`config.mk`:
```
export PLATFORM = sky130hd
export DESIGN_NAME = e3oh_overhead
export DESIGN_NICKNAME = d
export VERILOG_FILES = /design/src/rtl/e3oh_buf2.v /design/src/rtl/e3oh_overhead.v
export VERILOG_INCLUDE_DIRS = /design/src /design/src/shared
export SDC_FILE = /design/constraint.sdc
export NUM_CORES = 1
export LEC_CHECK = 0
export ABC_AREA = 1
export BUFFER_PORTS_ARGS = -buffer_cell sky130_fd_sc_hd__buf_2
export CAP_MARGIN = 10
export CORE_MARGIN = 8
export CORE_UTILIZATION = 40
export CTS_BUF_LIST = sky130_fd_sc_hd__clkbuf_4 sky130_fd_sc_hd__clkbuf_8
export CTS_CLUSTER_DIAMETER = 150
export DETAILED_ROUTE_END_ITERATION = 10
export MAX_ROUTING_LAYER = met4
export PLACE_DENSITY = 0.69
export REMOVE_ABC_BUFFERS = 1
export SLEW_MARGIN = 40
export SYNTH_ARGS = -nofsm -noshare
export SYNTH_HDL_FRONTEND = slang
export SYNTH_HIERARCHICAL = 1
export SYNTH_SLANG_ARGS = --single-unit
```
`constraint.sdc`:
```
create_clock -name sys_clk -period 1.8 [get_ports sys_clk]
set_input_delay 0.27 -clock sys_clk [delete_from_list [all_inputs] [get_ports sys_clk]]
set_output_delay 0.27 -clock sys_clk [all_outputs]
set_load 0.05 [all_outputs]
```
`src/shared/e3oh_map.vh`:
```
// register map, field positions and reset values for the e3 overhead byte block
`ifndef E3OH_MAP_VH
`define E3OH_MAP_VH

// register indices; byte address is four times the index
`define E3OH_IDX_RX_OPERATOR 8'h1a
`define E3OH_IDX_RX_CHANNEL 8'h1b
`define E3OH_IDX_TX_CHANNEL 8'h35
`define E3OH_IDX_TX_OPERATOR 8'h37
`define E3OH_IDX_CTRL 8'h38
`define E3OH_IDX_STATUS 8'h39

// control register fields
`define E3OH_CTRL_LINK_LSB 0
`define E3OH_CTRL_LINK_MSB 1
`define E3OH_CTRL_PT_LSB 2
`define E3OH_CTRL_PT_MSB 4
`define E3OH_CTRL_TM_BIT 5

// message link carrier select
`define E3OH_LINK_NONE 2'h0
`define E3OH_LINK_OPERATOR 2'h1
`define E3OH_LINK_CHANNEL 2'h2

// payload type codes
`define E3OH_PT_UNEQUIPPED 3'h0
`define E3OH_PT_EQUIPPED 3'h1
`define E3OH_PT_CELLS 3'h2
`define E3OH_PT_TRIBUTARY 3'h3

// maintenance byte field positions
`define E3OH_MA_FERF_BIT 7
`define E3OH_MA_FEBE_BIT 6
`define E3OH_MA_PT_MSB 5
`define E3OH_MA_PT_LSB 3
`define E3OH_MA_TM_BIT 0

// status register fields
`define E3OH_STAT_FERF_BIT 0
`define E3OH_STAT_FEBE_BIT 1
`define E3OH_STAT_OVF_BIT 2
`define E3OH_STAT_TXHOLD_BIT 3

// reset values
`define E3OH_RST_CTRL 8'h04
`define E3OH_RST_TX_BYTE 8'h00
`define E3OH_RST_RX_BYTE 8'h00

// idle octet sent on the message link when no octet is waiting
`define E3OH_LINK_IDLE 8'h7e

`endif

```
`src/rtl/e3oh_buf2.v`:
```
// two-entry buffer with valid/ready on both sides, outputs straight from flip-flops
`timescale 1ns/10ps
`default_nettype none
module e3oh_buf2 (
  // clock and reset
  input wire sys_clk,
  input wire resetn,
  // fill side
  input wire in_valid,
  input wire [7:0] in_data,
  output wire in_ready,
  // drain side
  output wire out_valid,
  output wire [7:0] out_data,
  input wire out_ready
);
  reg [7:0] mem [0:1];
  reg valid0;
  reg valid1;
  wire push;
  wire pop;
  assign in_ready = ~valid1;
  assign out_valid = valid0;
  assign out_data = mem[0];
  assign push = in_valid & ~valid1;
  assign pop = valid0 & out_ready;

  always @(posedge sys_clk or negedge resetn) begin
    if (!resetn) begin
      valid0 <= 1'b0;
      valid1 <= 1'b0;
      mem[0] <= 8'h00;
      mem[1] <= 8'h00;
    end else begin
      if (pop) begin
        mem[0] <= valid1 ? mem[1] : in_data;
        valid0 <= valid1 | push;
        valid1 <= 1'b0;
        if (valid1 && push) begin
          mem[1] <= in_data;
          valid1 <= 1'b1;
        end
      end else if (push) begin
        if (valid0) begin
          mem[1] <= in_data;
          valid1 <= 1'b1;
        end else begin
          mem[0] <= in_data;
          valid0 <= 1'b1;
        end
      end
    end
  end
endmodule
`default_nettype wire

```
`src/rtl/e3oh_overhead.v`:
```
// maintenance, operator and channel overhead byte handling for the e3 framer
// Functional notes
// - any receive los, oof or ais sets the far-end failure bit seven outbound
// - failure bit stays set in every frame while the receive problem persists
// - no receive problem sends the failure bit as zero
// - error-monitor mismatch sets the block error bit six in an outbound frame
// - no mismatch sends the block error bit as zero
// - frame judged by own parity against error-monitor byte of next frame
// - bits five to three carry the software selected payload type code
// - bit zero is zero when timing is traceable to primary reference
// - operator or channel byte selectable to carry one link octet per frame
// - operator byte not on link carries transmit operator register value
// - each received operator byte captured into readable receive register
// - channel byte not on link carries transmit channel register value
// - each received channel byte captured into readable receive register
//
// The Wishbone interface to the registers was decided locally.
`timescale 1ns/10ps
`default_nettype none
`include "e3oh_map.vh"
module e3oh_overhead (
  // clock and reset
  input wire sys_clk,
  input wire resetn,
  // wishbone slave
  input wire wb_cyc_i,
  input wire wb_stb_i,
  input wire wb_we_i,
  input wire [9:0] wb_adr_i,
  input wire [3:0] wb_sel_i,
  input wire [31:0] wb_dat_i,
  output reg [31:0] wb_dat_o,
  output reg wb_ack_o,
  // receive framer status
  input wire rx_los,
  input wire rx_oof,
  input wire rx_ais,
  input wire rx_frame_end,
  input wire [7:0] rx_bip_calc,
  // receive overhead bytes, valid for one cycle per frame
  input wire rx_ovh_valid,
  input wire [7:0] rx_em_byte,
  input wire [7:0] rx_ma_byte,
  input wire [7:0] rx_nr_byte,
  input wire [7:0] rx_gc_byte,
  // transmit overhead request and bytes
  input wire tx_ovh_req,
  output reg tx_ovh_valid,
  output reg [7:0] tx_ma_byte,
  output reg [7:0] tx_nr_byte,
  output reg [7:0] tx_gc_byte,
  // transmit message link octets
  input wire msg_tx_valid,
  input wire [7:0] msg_tx_data,
  output reg msg_tx_ready,
  // receive message link octets
  output wire msg_rx_valid,
  output wire [7:0] msg_rx_data,
  input wire msg_rx_ready,
  // received maintenance byte fields
  output reg rx_far_fail,
  output reg rx_far_err
);

  //////////////////////////////////////////////////////////////////////////////
  // functions

  // assemble the outbound maintenance byte
  function [7:0] ma_pack;
    input ferf;
    input febe;
    input [2:0] ptype;
    input tmark;
    begin
      ma_pack = 8'h00;
      ma_pack[`E3OH_MA_FERF_BIT] = ferf;
      ma_pack[`E3OH_MA_FEBE_BIT] = febe;
      ma_pack[`E3OH_MA_PT_MSB:`E3OH_MA_PT_LSB] = ptype;
      ma_pack[`E3OH_MA_TM_BIT] = tmark;
    end
  endfunction

  // byte-lane merge of a write into an 8-bit register
  function [7:0] lane_write;
    input [7:0] old;
    input [31:0] wdat;
    input [3:0] sel;
    begin
      lane_write = sel[0] ? wdat[7:0] : old;
    end
  endfunction

  //////////////////////////////////////////////////////////////////////////////
  // registers

  reg [7:0] rx_operator_byte;
  reg [7:0] rx_channel_byte;
  reg [7:0] tx_channel_byte;
  reg [7:0] tx_operator_byte;
  reg [7:0] ctrl;
  reg rx_ovf;
  reg [7:0] bip_prev;
  reg bip_prev_ok;
  reg febe_pend;
  reg [7:0] tx_hold;
  reg tx_hold_valid;

  wire [1:0] link_sel;
  wire [2:0] ptype;
  wire tmark;
  wire rx_problem;
  wire bus_req;
  wire bus_wr;
  wire [7:0] reg_idx;
  wire tx_take;
  wire tx_use;
  wire [7:0] link_octet;
  wire em_mismatch;
  wire buf_in_valid;
  wire [7:0] buf_in_data;
  wire buf_in_ready;
  wire ovf_clear;

  assign link_sel = ctrl[`E3OH_CTRL_LINK_MSB:`E3OH_CTRL_LINK_LSB];
  assign ptype = ctrl[`E3OH_CTRL_PT_MSB:`E3OH_CTRL_PT_LSB];
  assign tmark = ctrl[`E3OH_CTRL_TM_BIT];
  assign rx_problem = rx_los | rx_oof | rx_ais;
  assign bus_req = wb_cyc_i & wb_stb_i & ~wb_ack_o;
  assign bus_wr = bus_req & wb_we_i;
  assign reg_idx = wb_adr_i[9:2];

  //////////////////////////////////////////////////////////////////////////////
  // wishbone slave: one wait state, unmapped reads return zero

  always @(posedge sys_clk or negedge resetn) begin
    if (!resetn) begin
      wb_ack_o <= 1'b0;
      wb_dat_o <= 32'h00000000;
    end else begin
      wb_ack_o <= bus_req;
      wb_dat_o <= 32'h00000000;
      if (bus_req && !wb_we_i) begin
        case (reg_idx)
          `E3OH_IDX_RX_OPERATOR: wb_dat_o[7:0] <= rx_operator_byte;
          `E3OH_IDX_RX_CHANNEL: wb_dat_o[7:0] <= rx_channel_byte;
          `E3OH_IDX_TX_CHANNEL: wb_dat_o[7:0] <= tx_channel_byte;
          `E3OH_IDX_TX_OPERATOR: wb_dat_o[7:0] <= tx_operator_byte;
          `E3OH_IDX_CTRL: wb_dat_o[7:0] <= ctrl;
          `E3OH_IDX_STATUS: begin
            wb_dat_o[`E3OH_STAT_FERF_BIT] <= rx_problem;
            wb_dat_o[`E3OH_STAT_FEBE_BIT] <= febe_pend;
            wb_dat_o[`E3OH_STAT_OVF_BIT] <= rx_ovf;
            wb_dat_o[`E3OH_STAT_TXHOLD_BIT] <= tx_hold_valid;
          end
          default: wb_dat_o <= 32'h00000000;
        endcase
      end
    end
  end

  // software register writes
  always @(posedge sys_clk or negedge resetn) begin
    if (!resetn) begin
      tx_channel_byte <= `E3OH_RST_TX_BYTE;
      tx_operator_byte <= `E3OH_RST_TX_BYTE;
      ctrl <= `E3OH_RST_CTRL;
    end else if (bus_wr) begin
      case (reg_idx)
        `E3OH_IDX_TX_CHANNEL: tx_channel_byte <= lane_write(tx_channel_byte, wb_dat_i, wb_sel_i);
        `E3OH_IDX_TX_OPERATOR: tx_operator_byte <= lane_write(tx_operator_byte, wb_dat_i, wb_sel_i);
        `E3OH_IDX_CTRL: ctrl <= lane_write(ctrl, wb_dat_i, wb_sel_i) & 8'h3f;
        default: ctrl <= ctrl;
      endcase
    end
  end

  //////////////////////////////////////////////////////////////////////////////
  // receive side: parity check and byte capture

  // compare last frame's own parity with this frame's monitor byte
  assign em_mismatch = rx_ovh_valid & bip_prev_ok & (rx_em_byte != bip_prev);

  always @(posedge sys_clk or negedge resetn) begin
    if (!resetn) begin
      bip_prev <= 8'h00;
      bip_prev_ok <= 1'b0;
    end else if (rx_oof || rx_los) begin
      bip_prev_ok <= 1'b0;
    end else if (rx_frame_end) begin
      bip_prev <= rx_bip_calc;
      bip_prev_ok <= 1'b1;
    end
  end

  // capture of received operator and channel bytes
  always @(posedge sys_clk or negedge resetn) begin
    if (!resetn) begin
      rx_operator_byte <= `E3OH_RST_RX_BYTE;
      rx_channel_byte <= `E3OH_RST_RX_BYTE;
      rx_far_fail <= 1'b0;
      rx_far_err <= 1'b0;
    end else if (rx_ovh_valid) begin
      rx_operator_byte <= rx_nr_byte;
      rx_channel_byte <= rx_gc_byte;
      // far end decides persistence; only the raw bits are passed on
      rx_far_fail <= rx_ma_byte[`E3OH_MA_FERF_BIT];
      rx_far_err <= rx_ma_byte[`E3OH_MA_FEBE_BIT];
    end
  end

  //////////////////////////////////////////////////////////////////////////////
  // receive message link octets into the two-entry buffer

  assign buf_in_valid = rx_ovh_valid & (link_sel != `E3OH_LINK_NONE);
  assign buf_in_data = (link_sel == `E3OH_LINK_CHANNEL) ? rx_gc_byte : rx_nr_byte;
  assign ovf_clear = bus_wr & (reg_idx == `E3OH_IDX_STATUS) & wb_sel_i[0] & wb_dat_i[`E3OH_STAT_OVF_BIT];

  e3oh_buf2 u_rx_buf (
    .sys_clk(sys_clk),
    .resetn(resetn),
    .in_valid(buf_in_valid),
    .in_data(buf_in_data),
    .in_ready(buf_in_ready),
    .out_valid(msg_rx_valid),
    .out_data(msg_rx_data),
    .out_ready(msg_rx_ready)
  );

  // sticky overflow when an octet arrives with the buffer full; set beats clear
  always @(posedge sys_clk or negedge resetn) begin
    if (!resetn) begin
      rx_ovf <= 1'b0;
    end else if (buf_in_valid && !buf_in_ready) begin
      rx_ovf <= 1'b1;
    end else if (ovf_clear) begin
      rx_ovf <= 1'b0;
    end
  end

  //////////////////////////////////////////////////////////////////////////////
  // far-end block error pending flag

  // one mismatch marks one outbound frame; a mismatch at a request edge goes out in that frame
  always @(posedge sys_clk or negedge resetn) begin
    if (!resetn) begin
      febe_pend <= 1'b0;
    end else if (tx_ovh_req) begin
      febe_pend <= 1'b0;
    end else if (em_mismatch) begin
      febe_pend <= 1'b1;
    end
  end

  //////////////////////////////////////////////////////////////////////////////
  // transmit message octet hold register

  assign tx_use = tx_ovh_req & (link_sel != `E3OH_LINK_NONE);
  assign tx_take = msg_tx_valid & msg_tx_ready;
  assign link_octet = tx_hold_valid ? tx_hold : `E3OH_LINK_IDLE;

  always @(posedge sys_clk or negedge resetn) begin
    if (!resetn) begin
      tx_hold <= 8'h00;
      tx_hold_valid <= 1'b0;
      msg_tx_ready <= 1'b0;
    end else begin
      if (tx_take) begin
        tx_hold <= msg_tx_data;
        tx_hold_valid <= 1'b1;
      end else if (tx_use) begin
        tx_hold_valid <= 1'b0;
      end
      msg_tx_ready <= ~tx_hold_valid & ~tx_take & (link_sel != `E3OH_LINK_NONE);
    end
  end

  //////////////////////////////////////////////////////////////////////////////
  // outbound overhead bytes

  always @(posedge sys_clk or negedge resetn) begin
    if (!resetn) begin
      tx_ovh_valid <= 1'b0;
      tx_ma_byte <= 8'h00;
      tx_nr_byte <= 8'h00;
      tx_gc_byte <= 8'h00;
    end else begin
      tx_ovh_valid <= tx_ovh_req;
      if (tx_ovh_req) begin
        // failure bit follows the live receive state each frame
        // payload type dependent bits zero timing marker
        tx_ma_byte <= ma_pack(rx_problem, febe_pend | em_mismatch, ptype, tmark);
        if (link_sel == `E3OH_LINK_OPERATOR) begin
          tx_nr_byte <= link_octet;
        end else begin
          tx_nr_byte <= tx_operator_byte;
        end
        if (link_sel == `E3OH_LINK_CHANNEL) begin
          tx_gc_byte <= link_octet;
        end else begin
          tx_gc_byte <= tx_channel_byte;
        end
      end
    end
  end

endmodule
`default_nettype wire

```
==> results of run 1 <==
where the power goes:
group          total (mW)  leakage, nW  switching [mW]  internal, mW
Combinational        1.94         2.11            1.40         0.543
Sequential           3.10         1.37           0.239          2.86
Clock                1.45       0.0926           0.912         0.540
Total                6.49         3.58            2.55          3.94
layout make-up:
cell class              instances  area (µm²)
multi-input cells             489        2240
diodes                          3        7.51
fillers                      1384        7270
inverters                      64         240
repair buffers                135         768
clock buffers                  10         131
clock inverters                 6        50.0
flip-flops and latches        111        2780
well taps                     180         225
routing by layer:
layer | track usage, % | share of wire, % | vias to the layer above
li1 | - | - | 2376
met1 | 22.2 | 47 | 2142
met2 | 23.8 | 44 | 157
met3 | 4.19 | 7.2 | 23
met4 | 7.24 | 2.2 | 0
met5 | - | 0 | -
cells by family (layout without fill, tap and decap cells):
| logic type | Yosys count | after routing |
|---|---|---|
| flip-flops | 111 | 111 |
| XOR/XNOR | 3 | 3 |
| buffers and inverters | 120 | 215 |
| AND/OR/NAND/NOR | 362 | 362 |
| AO/OA/AOI/OAI | 95 | 95 |
| multiplexers | 3 | 3 |
| other | 1 | 29 |
metrics by stage:
stage	util, %	setup TNS [ns]	hold slack, ns	power [mW]	instance area (µm²)
2_1_floorplan	-	-0.121	-0.0256	4.50	5260
3_3_place_gp	45.5	0	0.243	5.07	6250
3_5_place_dp	45.5	0	0.244	5.11	6250
4_1_cts	46.9	0	0.0495	6.56	6440
5_1_grt	47.0	0	0.0598	6.89	6440
6_report	47.0	0	0.0656	6.49	6450
how the worst min path moves through the flow:
stage | endpoint | slack (ns) | depth (start not counted)
final | tx_hold[1] | 0.07 | 3
after global routing | tx_hold[1] | 0.06 | 3
after CTS | tx_hold[1] | 0.05 | 3
after detailed placement | tx_ma_byte[0] | 0.24 | 1
after global placement | tx_ma_byte[0] | 0.24 | 1
after floorplan | bip_prev[0] | -0.03 | 0
synthesized netlist by cell type (5+ instances only):
cell type / count
sky130_fd_sc_hd__dfrtp_1: 110
sky130_fd_sc_hd__nand4_1: 9
sky130_fd_sc_hd__buf_4: 36
sky130_fd_sc_hd__nand2_1: 246
sky130_fd_sc_hd__inv_1: 62
sky130_fd_sc_hd__a21oi_1: 28
sky130_fd_sc_hd__o21ai_2: 8
sky130_fd_sc_hd__nor2_1: 39
sky130_fd_sc_hd__nor3_1: 5
sky130_fd_sc_hd__clkbuf_1: 9
sky130_fd_sc_hd__nand3_1: 45
sky130_fd_sc_hd__o21ai_0: 52
sky130_fd_sc_hd__buf_2: 8
sequential cells by signal (all words and copies together), names as in the netlist, 6 cells and up:
| register | cells |
|---|---|
| u_rx_buf/out_data | 8 |
| u_rx_buf/mem | 8 |
| tx_gc_byte | 8 |
| tx_nr_byte | 8 |
| rx_channel_byte | 8 |
| tx_hold | 8 |
| rx_operator_byte | 8 |
| ctrl | 6 |
| tx_channel_byte | 8 |
| bip_prev | 8 |
| tx_ma_byte | 6 |
| tx_operator_byte | 8 |
| wb_dat_o | 8 |
worst register-to-register path: stages (launching register included):
cell                      delay, ns
sky130_fd_sc_hd__dfrtp_1       0.40
sky130_fd_sc_hd__nor2_1        0.25
sky130_fd_sc_hd__nand3_4       0.28
sky130_fd_sc_hd__nor2_2        0.42
sky130_fd_sc_hd__o21ai_0       0.15
what timing repair did:
| item | CTS | global route |
|---|---|---|
| hold endpoints to repair | 27 | 0 |
| endpoints found under the setup margin | 0 | 0 |
| hold buffers | 1 | 0 |
==> key figures, run 1 <==
Status
  • Outcome: finished clean

CTS
  • Clock Tree Root: sky130_fd_sc_hd__clkbuf_8
  • Post-CTS resize count: 0
  • Clock Latency Late Sink: a little under 0.4 ns
  • CTS Sinks: between 100 and 150
  • Cts bufs inserted: 9
  • Number of buffers inserted to repair setup after CTS: 0
  • Clock-pin slew on the worst setup and hold paths: between 0.1 and 0.15 ns
  • Maximum level of the CTS H-tree: 3
  • Clock buffer depth: 2
  • Clock tree from TritonCTS: done

Worst setup path
  • Crit Reg-Reg Startpoint: wb_ack_o
  • Critical Path Slowest Stage Cell: sky130_fd_sc_hd__dfrtp_1
  • Crit path capture: msg_rx_valid
  • Nature of the critical path endpoint: output pin
  • Critical path launch point: u_rx_buf/out_valid
  • Crit path DAT: 1.36 ns
  • CP Depth: 1
  • Largest delay share family, worst path: flip-flops
  • Category of the most critical setup path: reg2out
  • Worst stage delay on the critical path: ~0.63 ns
  • Number of buffer and inverter instances along the worst setup path: 1
  • Critical path required time: roughly 1.5 ns
  • Cell-by-cell listing of the critical path: buf_2
  • Flop2flop setup slack: approximately 0.18 ns
  • Highest net fanout along the worst path: 11
  • Number of cells on the worst reg-to-reg path: 4
  • Reg-to-reg critical path endpoint: ctrl[4]
  • Startpoint type of the worst setup path: flop

Detailed routing
  • Starting DRT DRC Count: 290
  • Via-per-instance ratio: 4.71
  • Number of nets with antenna violations after detailed routing: 0
  • Number of vias in the routed layout: between 4000 and 5000
  • WL per Instance: approximately 14 µm
  • Post-route DRC: 0
  • Number of detailed-routing iterations run before antenna repair: 5
  • Wire length reported by the detailed router: ~14000 µm

Global routing
  • Maximum number of pins on one net before global-route repair: 44
  • Wire length of the first global-routing pass: 23200 µm
  • GR Util All Layers: about 17%
  • Vias in the first global route: 4650
  • Grt ovf: 0
  • Initial antenna violation count: 2

Synthesis
  • Synth unique cells: 33
  • Simple-gate share of the synthesized area: approximately 28%
  • Sequential cell area fraction in the yosys report: about 50%
  • Average footprint of a synthesized cell: about 8 µm²
  • Largest cells by area after synthesis: sky130_fd_sc_hd__dfrtp_1, sky130_fd_sc_hd__nand2_1, sky130_fd_sc_hd__buf_4
  • Seq cells post-synth: approximately 110
  • Most used flip-flop cell after synthesis: sky130_fd_sc_hd__dfrtp_1
  • Post-synthesis instance area: 5550 µm²
  • Warnings from Yosys: 6
  • Top cell type's share of synthesized area: approximately half
  • Share of cell area taken by muxes after synthesis: 0.609%
  • Syn Inst Count: between 600 and 700
  • Fraction of the mapped netlist area in compound gates: a little under a tenth
  • Largest family of logic cells by synthesized area: simple AND/OR/NAND/NOR gates
  • Post-synthesis cell type with the largest combined area: sky130_fd_sc_hd__dfrtp_1
  • Parity-gate share of the synthesized area counting xor and xnor cells: less than 1%
  • Number of flops mapped to enable cells by yosys: 0
  • Share of synthesized registers carrying an async set or reset: 100%
  • Adder-cell share of the synthesized area: 0%

Final layout
  • Count of nets after finishing: about 900
  • Synth-to-layout area growth: 16.1%
  • Leading cell types in the layout, fill and taps excluded: sky130_fd_sc_hd__nand2_1, sky130_fd_sc_hd__buf_2, sky130_fd_sc_hd__dfrtp_1
  • Number of standard cells in the final layout excluding fillers: approximately 1000
  • Most common library cell in the layout ignoring fill and taps: sky130_fd_sc_hd__nand2_1
  • Fraction of layout instances using a drive strength above 1: around 22%

Place
  • Quantity of I/O buffers inserted on ports: 115
  • Worst setup timing slack at the placement stage: roughly 0.18 ns
  • Placed cell count: ~980
  • Routability-driven placement congestion ratio: 0.832
  • HPWL after DPL: ~11000 µm

Floorplan
  • Die Span X: ~130 µm
  • DIE HEIGHT: 134 µm
  • Total number of placement rows: between 40 and 50
  • Effective utilization at floorplan: 40.5%
  • Die outline area: 17900 µm²
  • I/O pin count: about 180
  • Core outline area: ~14000 µm²

Power
  • Leakage power summed over all cells: about 3.6 nW
  • Worst vdd ir: around 460 µV
  • Cell area power density: just over 1000 nW/µm²

Timing
  • Number of failing hold endpoints at the final stage: 0
  • Setup violations, final: 0
  • Final count of pins violating max slew: 0
  • Post-route minimum period: between 1.5 and 2 ns
  • Post-route fraction of the period consumed by the critical path: about nine tenths
  • Fin Clk Skew: 0.0127 ns
  • Relative max-transition margin: ~67%
  • Post-layout worst setup margin: about 0.17 ns
  • Setup repair after global routing missed its margin: false
  • Highest clock frequency the design can meet: 614 MHz
  • Transition time at the pin with the least slew margin: between 0.4 and 0.5 ns

Hold path
  • Type of the tightest min-delay check: in2reg
  • Critical hold path startpoint: msg_tx_data[1]

Flow run
  • Max Cap Violations: 0
Power figures use the tool's default switching activity.
==> inputs of run 2 (changes only) <==
==> constraint.sdc (replaced) <==
create_clock -name sys_clk -period 1.8 [get_ports sys_clk]
set_input_delay 0.09 -clock sys_clk [delete_from_list [all_inputs] [get_ports sys_clk]]
set_output_delay 0.09 -clock sys_clk [all_outputs]
set_load 0.05 [all_outputs]
==> key figures, run 2 (synthesis results as in run 1) <==
Timing
  • Setup repair after global routing missed its margin: false
  • Post-route minimum period: 1.61 ns (-0.0186 ns)
  • Setup violations, final: 0 (unchanged)
  • Fin Clk Skew: 0.0108 ns (-0.00188 ns)
  • Setup TNS: 0 ns (unchanged)
  • Relative max-transition margin: 59.4% (-7.4 points)
  • Highest clock frequency the design can meet: 621 MHz (+1.2%)
  • Final count of pins violating max slew: 0 (unchanged)
  • Post-route fraction of the period consumed by the critical path: 89.4% (-1.0 points)
  • Number of failing hold endpoints at the final stage: 0 (unchanged)
  • Transition time at the pin with the least slew margin: 0.609 ns (+0.112 ns)

Detailed routing
  • Post-route DRC: 0 (unchanged)
  • Number of nets with antenna violations after detailed routing: 0 (unchanged)
  • WL per Instance: 14.2 µm (-0.48%)
  • Number of vias in the routed layout: 4925 (+4.8%)
  • Wire length reported by the detailed router: 14700 µm (+3.8%)
  • Number of detailed-routing iterations run before antenna repair: 5 (unchanged)
  • Starting DRT DRC Count: 312 (+7.6%)
  • Via-per-instance ratio: 4.73 (+0.50%)

Power
  • Worst vdd ir: 379 µV (-17%)
  • Cell area power density: 962 nW/µm² (-4.5%)
  • Total power: 6.64 mW (+2.2%)
  • Leakage power summed over all cells: 3.77 nW (+5.4%)

Final layout
  • Count of nets after finishing: 963 (+5.0%)
  • Most common library cell in the layout ignoring fill and taps: sky130_fd_sc_hd__nand2_1
  • Final Util: 50.3% (+3.3 points)
  • Fraction of layout instances using a drive strength above 1: 20.9% (-1.4 points)
  • Antenna fix cells: 0 (-3)
  • Final standard cell area without fillers: 6900 µm² (+7.0%)
  • Leading cell types in the layout, fill and taps excluded: sky130_fd_sc_hd__nand2_1, sky130_fd_sc_hd__buf_2, sky130_fd_sc_hd__dfrtp_1
  • Count of fill cells added during filler insertion: 1365 (-1.4%)
  • Synth-to-layout area growth: 24.3%
  • Number of standard cells in the final layout excluding fillers: 1041 (+4.3%)

CTS
  • Cts bufs inserted: 9 (unchanged)
  • Clock buffer depth: 2 (unchanged)
  • Number of buffers inserted to repair setup after CTS: 0 (unchanged)
  • CTS Sinks: 111 (unchanged)
  • Clock tree from TritonCTS: done
  • Clock Latency Late Sink: 0.40 ns (about the same)
  • Clock-pin slew on the worst setup and hold paths: 0.10 ns (about the same)
  • Maximum level of the CTS H-tree: 3 (unchanged)
  • Clock Tree Root: sky130_fd_sc_hd__clkbuf_8

Worst setup path
  • Crit path DAT: 1.52 ns (+0.16 ns)
  • Cell-by-cell listing of the critical path: buf_2
  • Critical path required time: 1.71 ns (+0.18 ns)
  • Number of buffer and inverter instances along the worst setup path: 1 (unchanged)
  • Worst stage delay on the critical path: 0.75 ns (+0.12 ns)
  • Largest delay share family, worst path: flip-flops
  • Category of the most critical setup path: reg2out
  • Critical Path Slowest Stage Cell: sky130_fd_sc_hd__dfrtp_1
  • Startpoint type of the worst setup path: flop
  • Nature of the critical path endpoint: output pin
  • Highest net fanout along the worst path: 14 (+3)

Global routing
  • GR Util All Layers: 17.2% (+0.48 points)
  • Grt ovf: 0 (unchanged)
  • Vias in the first global route: 4943 (+6.3%)
  • Initial antenna violation count: 0 (-2)
  • Wire length of the first global-routing pass: 24200 µm (+4.1%)
  • Maximum number of pins on one net before global-route repair: 64 (+45%)

Status
  • Outcome: finished clean

Floorplan
  • Die Span X: 134 µm (unchanged)
  • Core outline area: 13700 µm² (unchanged)
  • DIE HEIGHT: 134 µm (unchanged)
  • Effective utilization at floorplan: 40.5% (unchanged)
  • Die outline area: 17900 µm² (unchanged)
  • I/O pin count: 177 (unchanged)
  • Total number of placement rows: 43 (unchanged)

Place
  • Routability-driven placement congestion ratio: 0.825 (-0.87%)
  • Quantity of I/O buffers inserted on ports: 115 (unchanged)
  • Placed instance area: 6210 µm² (-0.64%)
  • HPWL after DPL: 10900 µm (+0.50%)
  • Placed cell count: 976 (-0.20%)

Flow run
  • Max Cap Violations: 0 (unchanged)

Hold path
  • Type of the tightest min-delay check: in2reg
==> run 2: changes by cell type in the layout (fill, tap and decap cells not counted) <==
cell                            change
sky130_fd_sc_hd__dlygate4sd3_1     +48
sky130_fd_sc_hd__diode_2            -3
sky130_fd_sc_hd__buf_12             -2
sky130_fd_sc_hd__clkbuf_8           +1
sky130_fd_sc_hd__clkinv_2           -1
sky130_fd_sc_hd__clkinv_8           +1
sky130_fd_sc_hd__clkinvlp_4         -1
sky130_fd_sc_hd__inv_6              +1
sky130_fd_sc_hd__inv_8              -1
sky130_fd_sc_hd__nor2_2             -1
sky130_fd_sc_hd__nor2_4             +1
==> run 2: power breakdown <==
group / switching, mW / total [mW] / leakage (nW) / internal [mW]
Clock: 0.932 / 1.52 / 0.101 / 0.588
Combinational: 1.41 / 2.00 / 2.30 / 0.592
Sequential: 0.259 / 3.12 / 1.37 / 2.86
==> run 2: final cells by class <==
cell class                 instances  area, µm²  share of cell area [%]
inverter                          64        240                    3.48
clock inverter                     5       51.3                   0.744
tap                              180        225                    3.26
clock buffer                      11        145                    2.10
sequential                       111       2780                    40.3
multi-input combinational        489       2250                    32.6
timing repair buffer             181       1210                    17.5
==> run 2: final timing paths <==
kind | from | to | slack, ns | cells after the start
max in group asynchronous | resetn | ctrl[2] | 0.99 | 3
max reg2reg | wb_ack_o | tx_operator_byte[2] | 0.27 | 5
min | rx_los | tx_ma_byte[7] | 0.02 | 3
max | u_rx_buf/out_valid | msg_rx_valid | 0.19 | 1
min in group asynchronous | resetn | bip_prev[4] | 0.14 | 2
min reg2reg | rx_far_fail | rx_far_fail | 0.48 | 2
==> run 2: layer usage <==
metal,vias up,GRT usage (%),wire length [µm]
met5,-,-,0
met4,0,5.18,217
met3,16,4.41,1040
met2,157,26.0,6710
met1,2292,22.3,6780
li1,2460,-,-
==> run 2: through the flow <==
step	setup WS, ns	hold slack (ns)
3_5_place_dp	0.255	0.0348
5_1_grt	0.113	0.0124
6_report	0.191	0.0170
4_1_cts	0.177	0.00645
3_3_place_gp	0.289	0.0323
2_1_floorplan	-0.0152	-0.206
==> run 2: repair_timing <==
item / CTS / global route
setup endpoints to repair: 0 / 1
hold endpoints to repair: 85 / 0
hold buffers: 49 / 0
gates resized for setup: 0 / 1
==> inputs of run 3 (changes only) <==
--- a/config.mk
+++ b/config.mk
@@ -7,15 +7,19 @@
 export NUM_CORES = 1
 export LEC_CHECK = 0
 export ABC_AREA = 1
+export ABC_CLOCK_PERIOD_IN_PS = 1800
 export BUFFER_PORTS_ARGS = -buffer_cell sky130_fd_sc_hd__buf_2
 export CAP_MARGIN = 10
+export CELL_PAD_IN_SITES_DETAIL_PLACEMENT = 2
+export CELL_PAD_IN_SITES_GLOBAL_PLACEMENT = 2
 export CORE_MARGIN = 8
-export CORE_UTILIZATION = 40
+export CORE_UTILIZATION = 29
 export CTS_BUF_LIST = sky130_fd_sc_hd__clkbuf_4 sky130_fd_sc_hd__clkbuf_8
 export CTS_CLUSTER_DIAMETER = 150
 export DETAILED_ROUTE_END_ITERATION = 10
+export HOLD_SLACK_MARGIN = 0.1
 export MAX_ROUTING_LAYER = met4
-export PLACE_DENSITY = 0.69
+export PLACE_DENSITY = 0.85
 export REMOVE_ABC_BUFFERS = 1
 export SLEW_MARGIN = 40
 export SYNTH_ARGS = -nofsm -noshare
==> key figures, run 3 (synthesis results as in run 1) <==
Status
  • Outcome: finished clean

Floorplan
  • DIE HEIGHT: 154 µm (+15%)
  • Effective utilization at floorplan: 29.6% (-11 points)
  • Die Span X: 154 µm (+15%)
  • Die outline area: 23800 µm² (+33%)
  • I/O pin count: 177 (unchanged)
  • Core outline area: 18800 µm² (+37%)
  • Total number of placement rows: 50 (+16%)

Worst setup path
  • Reg-to-reg critical path endpoint: ctrl[0]
  • Crit Reg-Reg Startpoint: wb_ack_o
  • Category of the most critical setup path: reg2reg
  • Nature of the critical path endpoint: flop
  • Critical path required time: 2.07 ns (+0.36 ns)
  • Crit path DAT: 1.92 ns (+0.40 ns)
  • Number of cells on the worst reg-to-reg path: 4 (-1)
  • Startpoint type of the worst setup path: flop
  • Highest net fanout along the worst path: 12 (-2)
  • Flop2flop setup slack: 0.15 ns (-0.12 ns)

Detailed routing
  • Post-route DRC: 0 (unchanged)
  • Number of detailed-routing iterations run before antenna repair: 4 (-1)
  • Starting DRT DRC Count: 201 (-36%)
  • Via-per-instance ratio: 4.72 (-0.27%)
  • Number of nets with antenna violations after detailed routing: 0 (unchanged)
  • WL per Instance: 18.3 µm (+30%)
  • Number of vias in the routed layout: 5209 (+5.8%)
  • Wire length reported by the detailed router: 20300 µm (+37%)

CTS
  • Clock Tree Root: sky130_fd_sc_hd__clkbuf_8
  • CTS Sinks: 111 (unchanged)
  • Clock tree from TritonCTS: done
  • Cts bufs inserted: 9 (unchanged)
  • Maximum level of the CTS H-tree: 3 (unchanged)
  • Clock buffer depth: 2 (unchanged)
  • Number of buffers inserted to repair setup after CTS: 0 (unchanged)
  • Clock Latency Late Sink: 0.40 ns (about the same)
  • Clock-pin slew on the worst setup and hold paths: 0.11 ns (about the same)
  • Number of buffers inserted by hold repair at cts: 50 (+2.0%)
  • Post-CTS resize count: 0 (unchanged)

Timing
  • Setup TNS: 0 ns (unchanged)
  • Highest clock frequency the design can meet: 605 MHz (-2.7%)
  • Number of failing hold endpoints at the final stage: 0 (unchanged)
  • Post-route minimum period: 1.65 ns (+0.0441 ns)
  • Final count of pins violating max slew: 0 (unchanged)
  • Post-layout worst setup margin: 0.147 ns (-0.0441 ns)
  • WHS: 0.127 ns (+0.110 ns)
  • Fin Clk Skew: 0.0134 ns (+0.00254 ns)
  • Post-route fraction of the period consumed by the critical path: 91.9% (+2.4 points)
  • Setup repair after global routing missed its margin: false
  • Setup violations, final: 0 (unchanged)

Global routing
  • Initial antenna violation count: 2 (+2)
  • Vias in the first global route: 5954 (+20%)
  • Grt ovf: 0 (unchanged)
  • Wire length of the first global-routing pass: 32800 µm (+36%)
  • GR Util All Layers: 17.9% (+0.71 points)
  • Maximum number of pins on one net before global-route repair: 54 (-16%)

Flow run
  • Max Cap Violations: 0 (unchanged)

Final layout
  • Final Util: 37.6% (-13 points)
  • Synth-to-layout area growth: 27.1%
  • Leading cell types in the layout, fill and taps excluded: sky130_fd_sc_hd__nand2_1, sky130_fd_sc_hd__buf_2, sky130_fd_sc_hd__dfrtp_1
  • Count of fill cells added during filler insertion: 2212 (+62%)
  • Count of nets after finishing: 970 (+0.73%)
  • Most common library cell in the layout ignoring fill and taps: sky130_fd_sc_hd__nand2_1
  • Fraction of layout instances using a drive strength above 1: 21.4% (+0.52 points)
  • Number of standard cells in the final layout excluding fillers: 1104 (+6.1%)
  • Final standard cell area without fillers: 7060 µm² (+2.3%)

Place
  • Routability-driven placement congestion ratio: 0.795 (-3.6%)
  • Quantity of I/O buffers inserted on ports: 115 (unchanged)
  • Placed instance area: 6330 µm² (+2.0%)
  • Placed cell count: 1036 (+6.1%)
  • HPWL after DPL: 14200 µm (+30%)
  • Worst setup timing slack at the placement stage: 0.201 ns (-0.0532 ns)

Power
  • Leakage power summed over all cells: 3.81 nW (+1.2%)
  • Cell area power density: 987 nW/µm² (+2.6%)
  • Worst vdd ir: 315 µV (-17%)
  • Total power: 6.97 mW (+5.0%)

Hold path
  • Hold Path Stages: 5 (+2)
  • Hold worst-path end: tx_hold[1]
  • Critical hold path startpoint: msg_tx_valid
  • Type of the tightest min-delay check: in2reg
## run 3: cell types whose count changed in the layout (fill, tap and decap cells not counted), moves of 2 or more
| cell | delta |
|---|---|
| sky130_fd_sc_hd__inv_6 | -2 |
| sky130_fd_sc_hd__bufinv_16 | +2 |
| sky130_fd_sc_hd__buf_4 | +5 |
| sky130_fd_sc_hd__diode_2 | +2 |
| sky130_fd_sc_hd__clkinv_2 | +2 |
## run 3: worst max-delay path, cell delays in order (launching register included)
cell	delay (ns)
sky130_fd_sc_hd__dfrtp_1	0.39
sky130_fd_sc_hd__nor2_1	0.26
sky130_fd_sc_hd__nand3_4	0.25
sky130_fd_sc_hd__nor2_2	0.44
sky130_fd_sc_hd__o21ai_0	0.17
## run 3: layer usage
layer / vias to the layer above / track usage [%] / routed length, µm
met3: 29 / 3.65 / 814
li1: 2471 / - / -
met1: 2595 / 21.7 / 9080
met2: 114 / 29.6 / 9960
met4: 0 / 5.65 / 412
met5: - / - / 0
## run 3: worst max path at each step
| stage | start | end | slack (ns) |
|---|---|---|---|
| 6_report | wb_ack_o | ctrl[0] | 0.15 |
| 2_1_floorplan | ctrl[1] | u_rx_buf/out_data[0] | -0.02 |
| 3_3_place_gp | wb_ack_o | ctrl[0] | 0.26 |
| 3_5_place_dp | wb_ack_o | ctrl[3] | 0.20 |
| 5_1_grt | wb_ack_o | ctrl[0] | 0.001 |
| 4_1_cts | ctrl[1] | u_rx_buf/mem[7] | 0.18 |
## run 3: power breakdown
part | internal (mW) | total (mW) | leakage, nW | switching (mW)
logic | 0.616 | 2.13 | 2.33 | 1.51
clock network | 0.788 | 1.73 | 0.110 | 0.945
registers | 2.86 | 3.11 | 1.37 | 0.248
## run 3: layout make-up
class	count	area (µm²)	area share, %
inverters	64	240	3.40
flip-flops and latches	111	2780	39.4
diodes	2	5.00	0.0709
repair buffers	188	1280	18.1
well taps	234	293	4.15
clock buffers	9	124	1.76
multi-input cells	489	2240	31.8
clock inverters	7	95.1	1.35
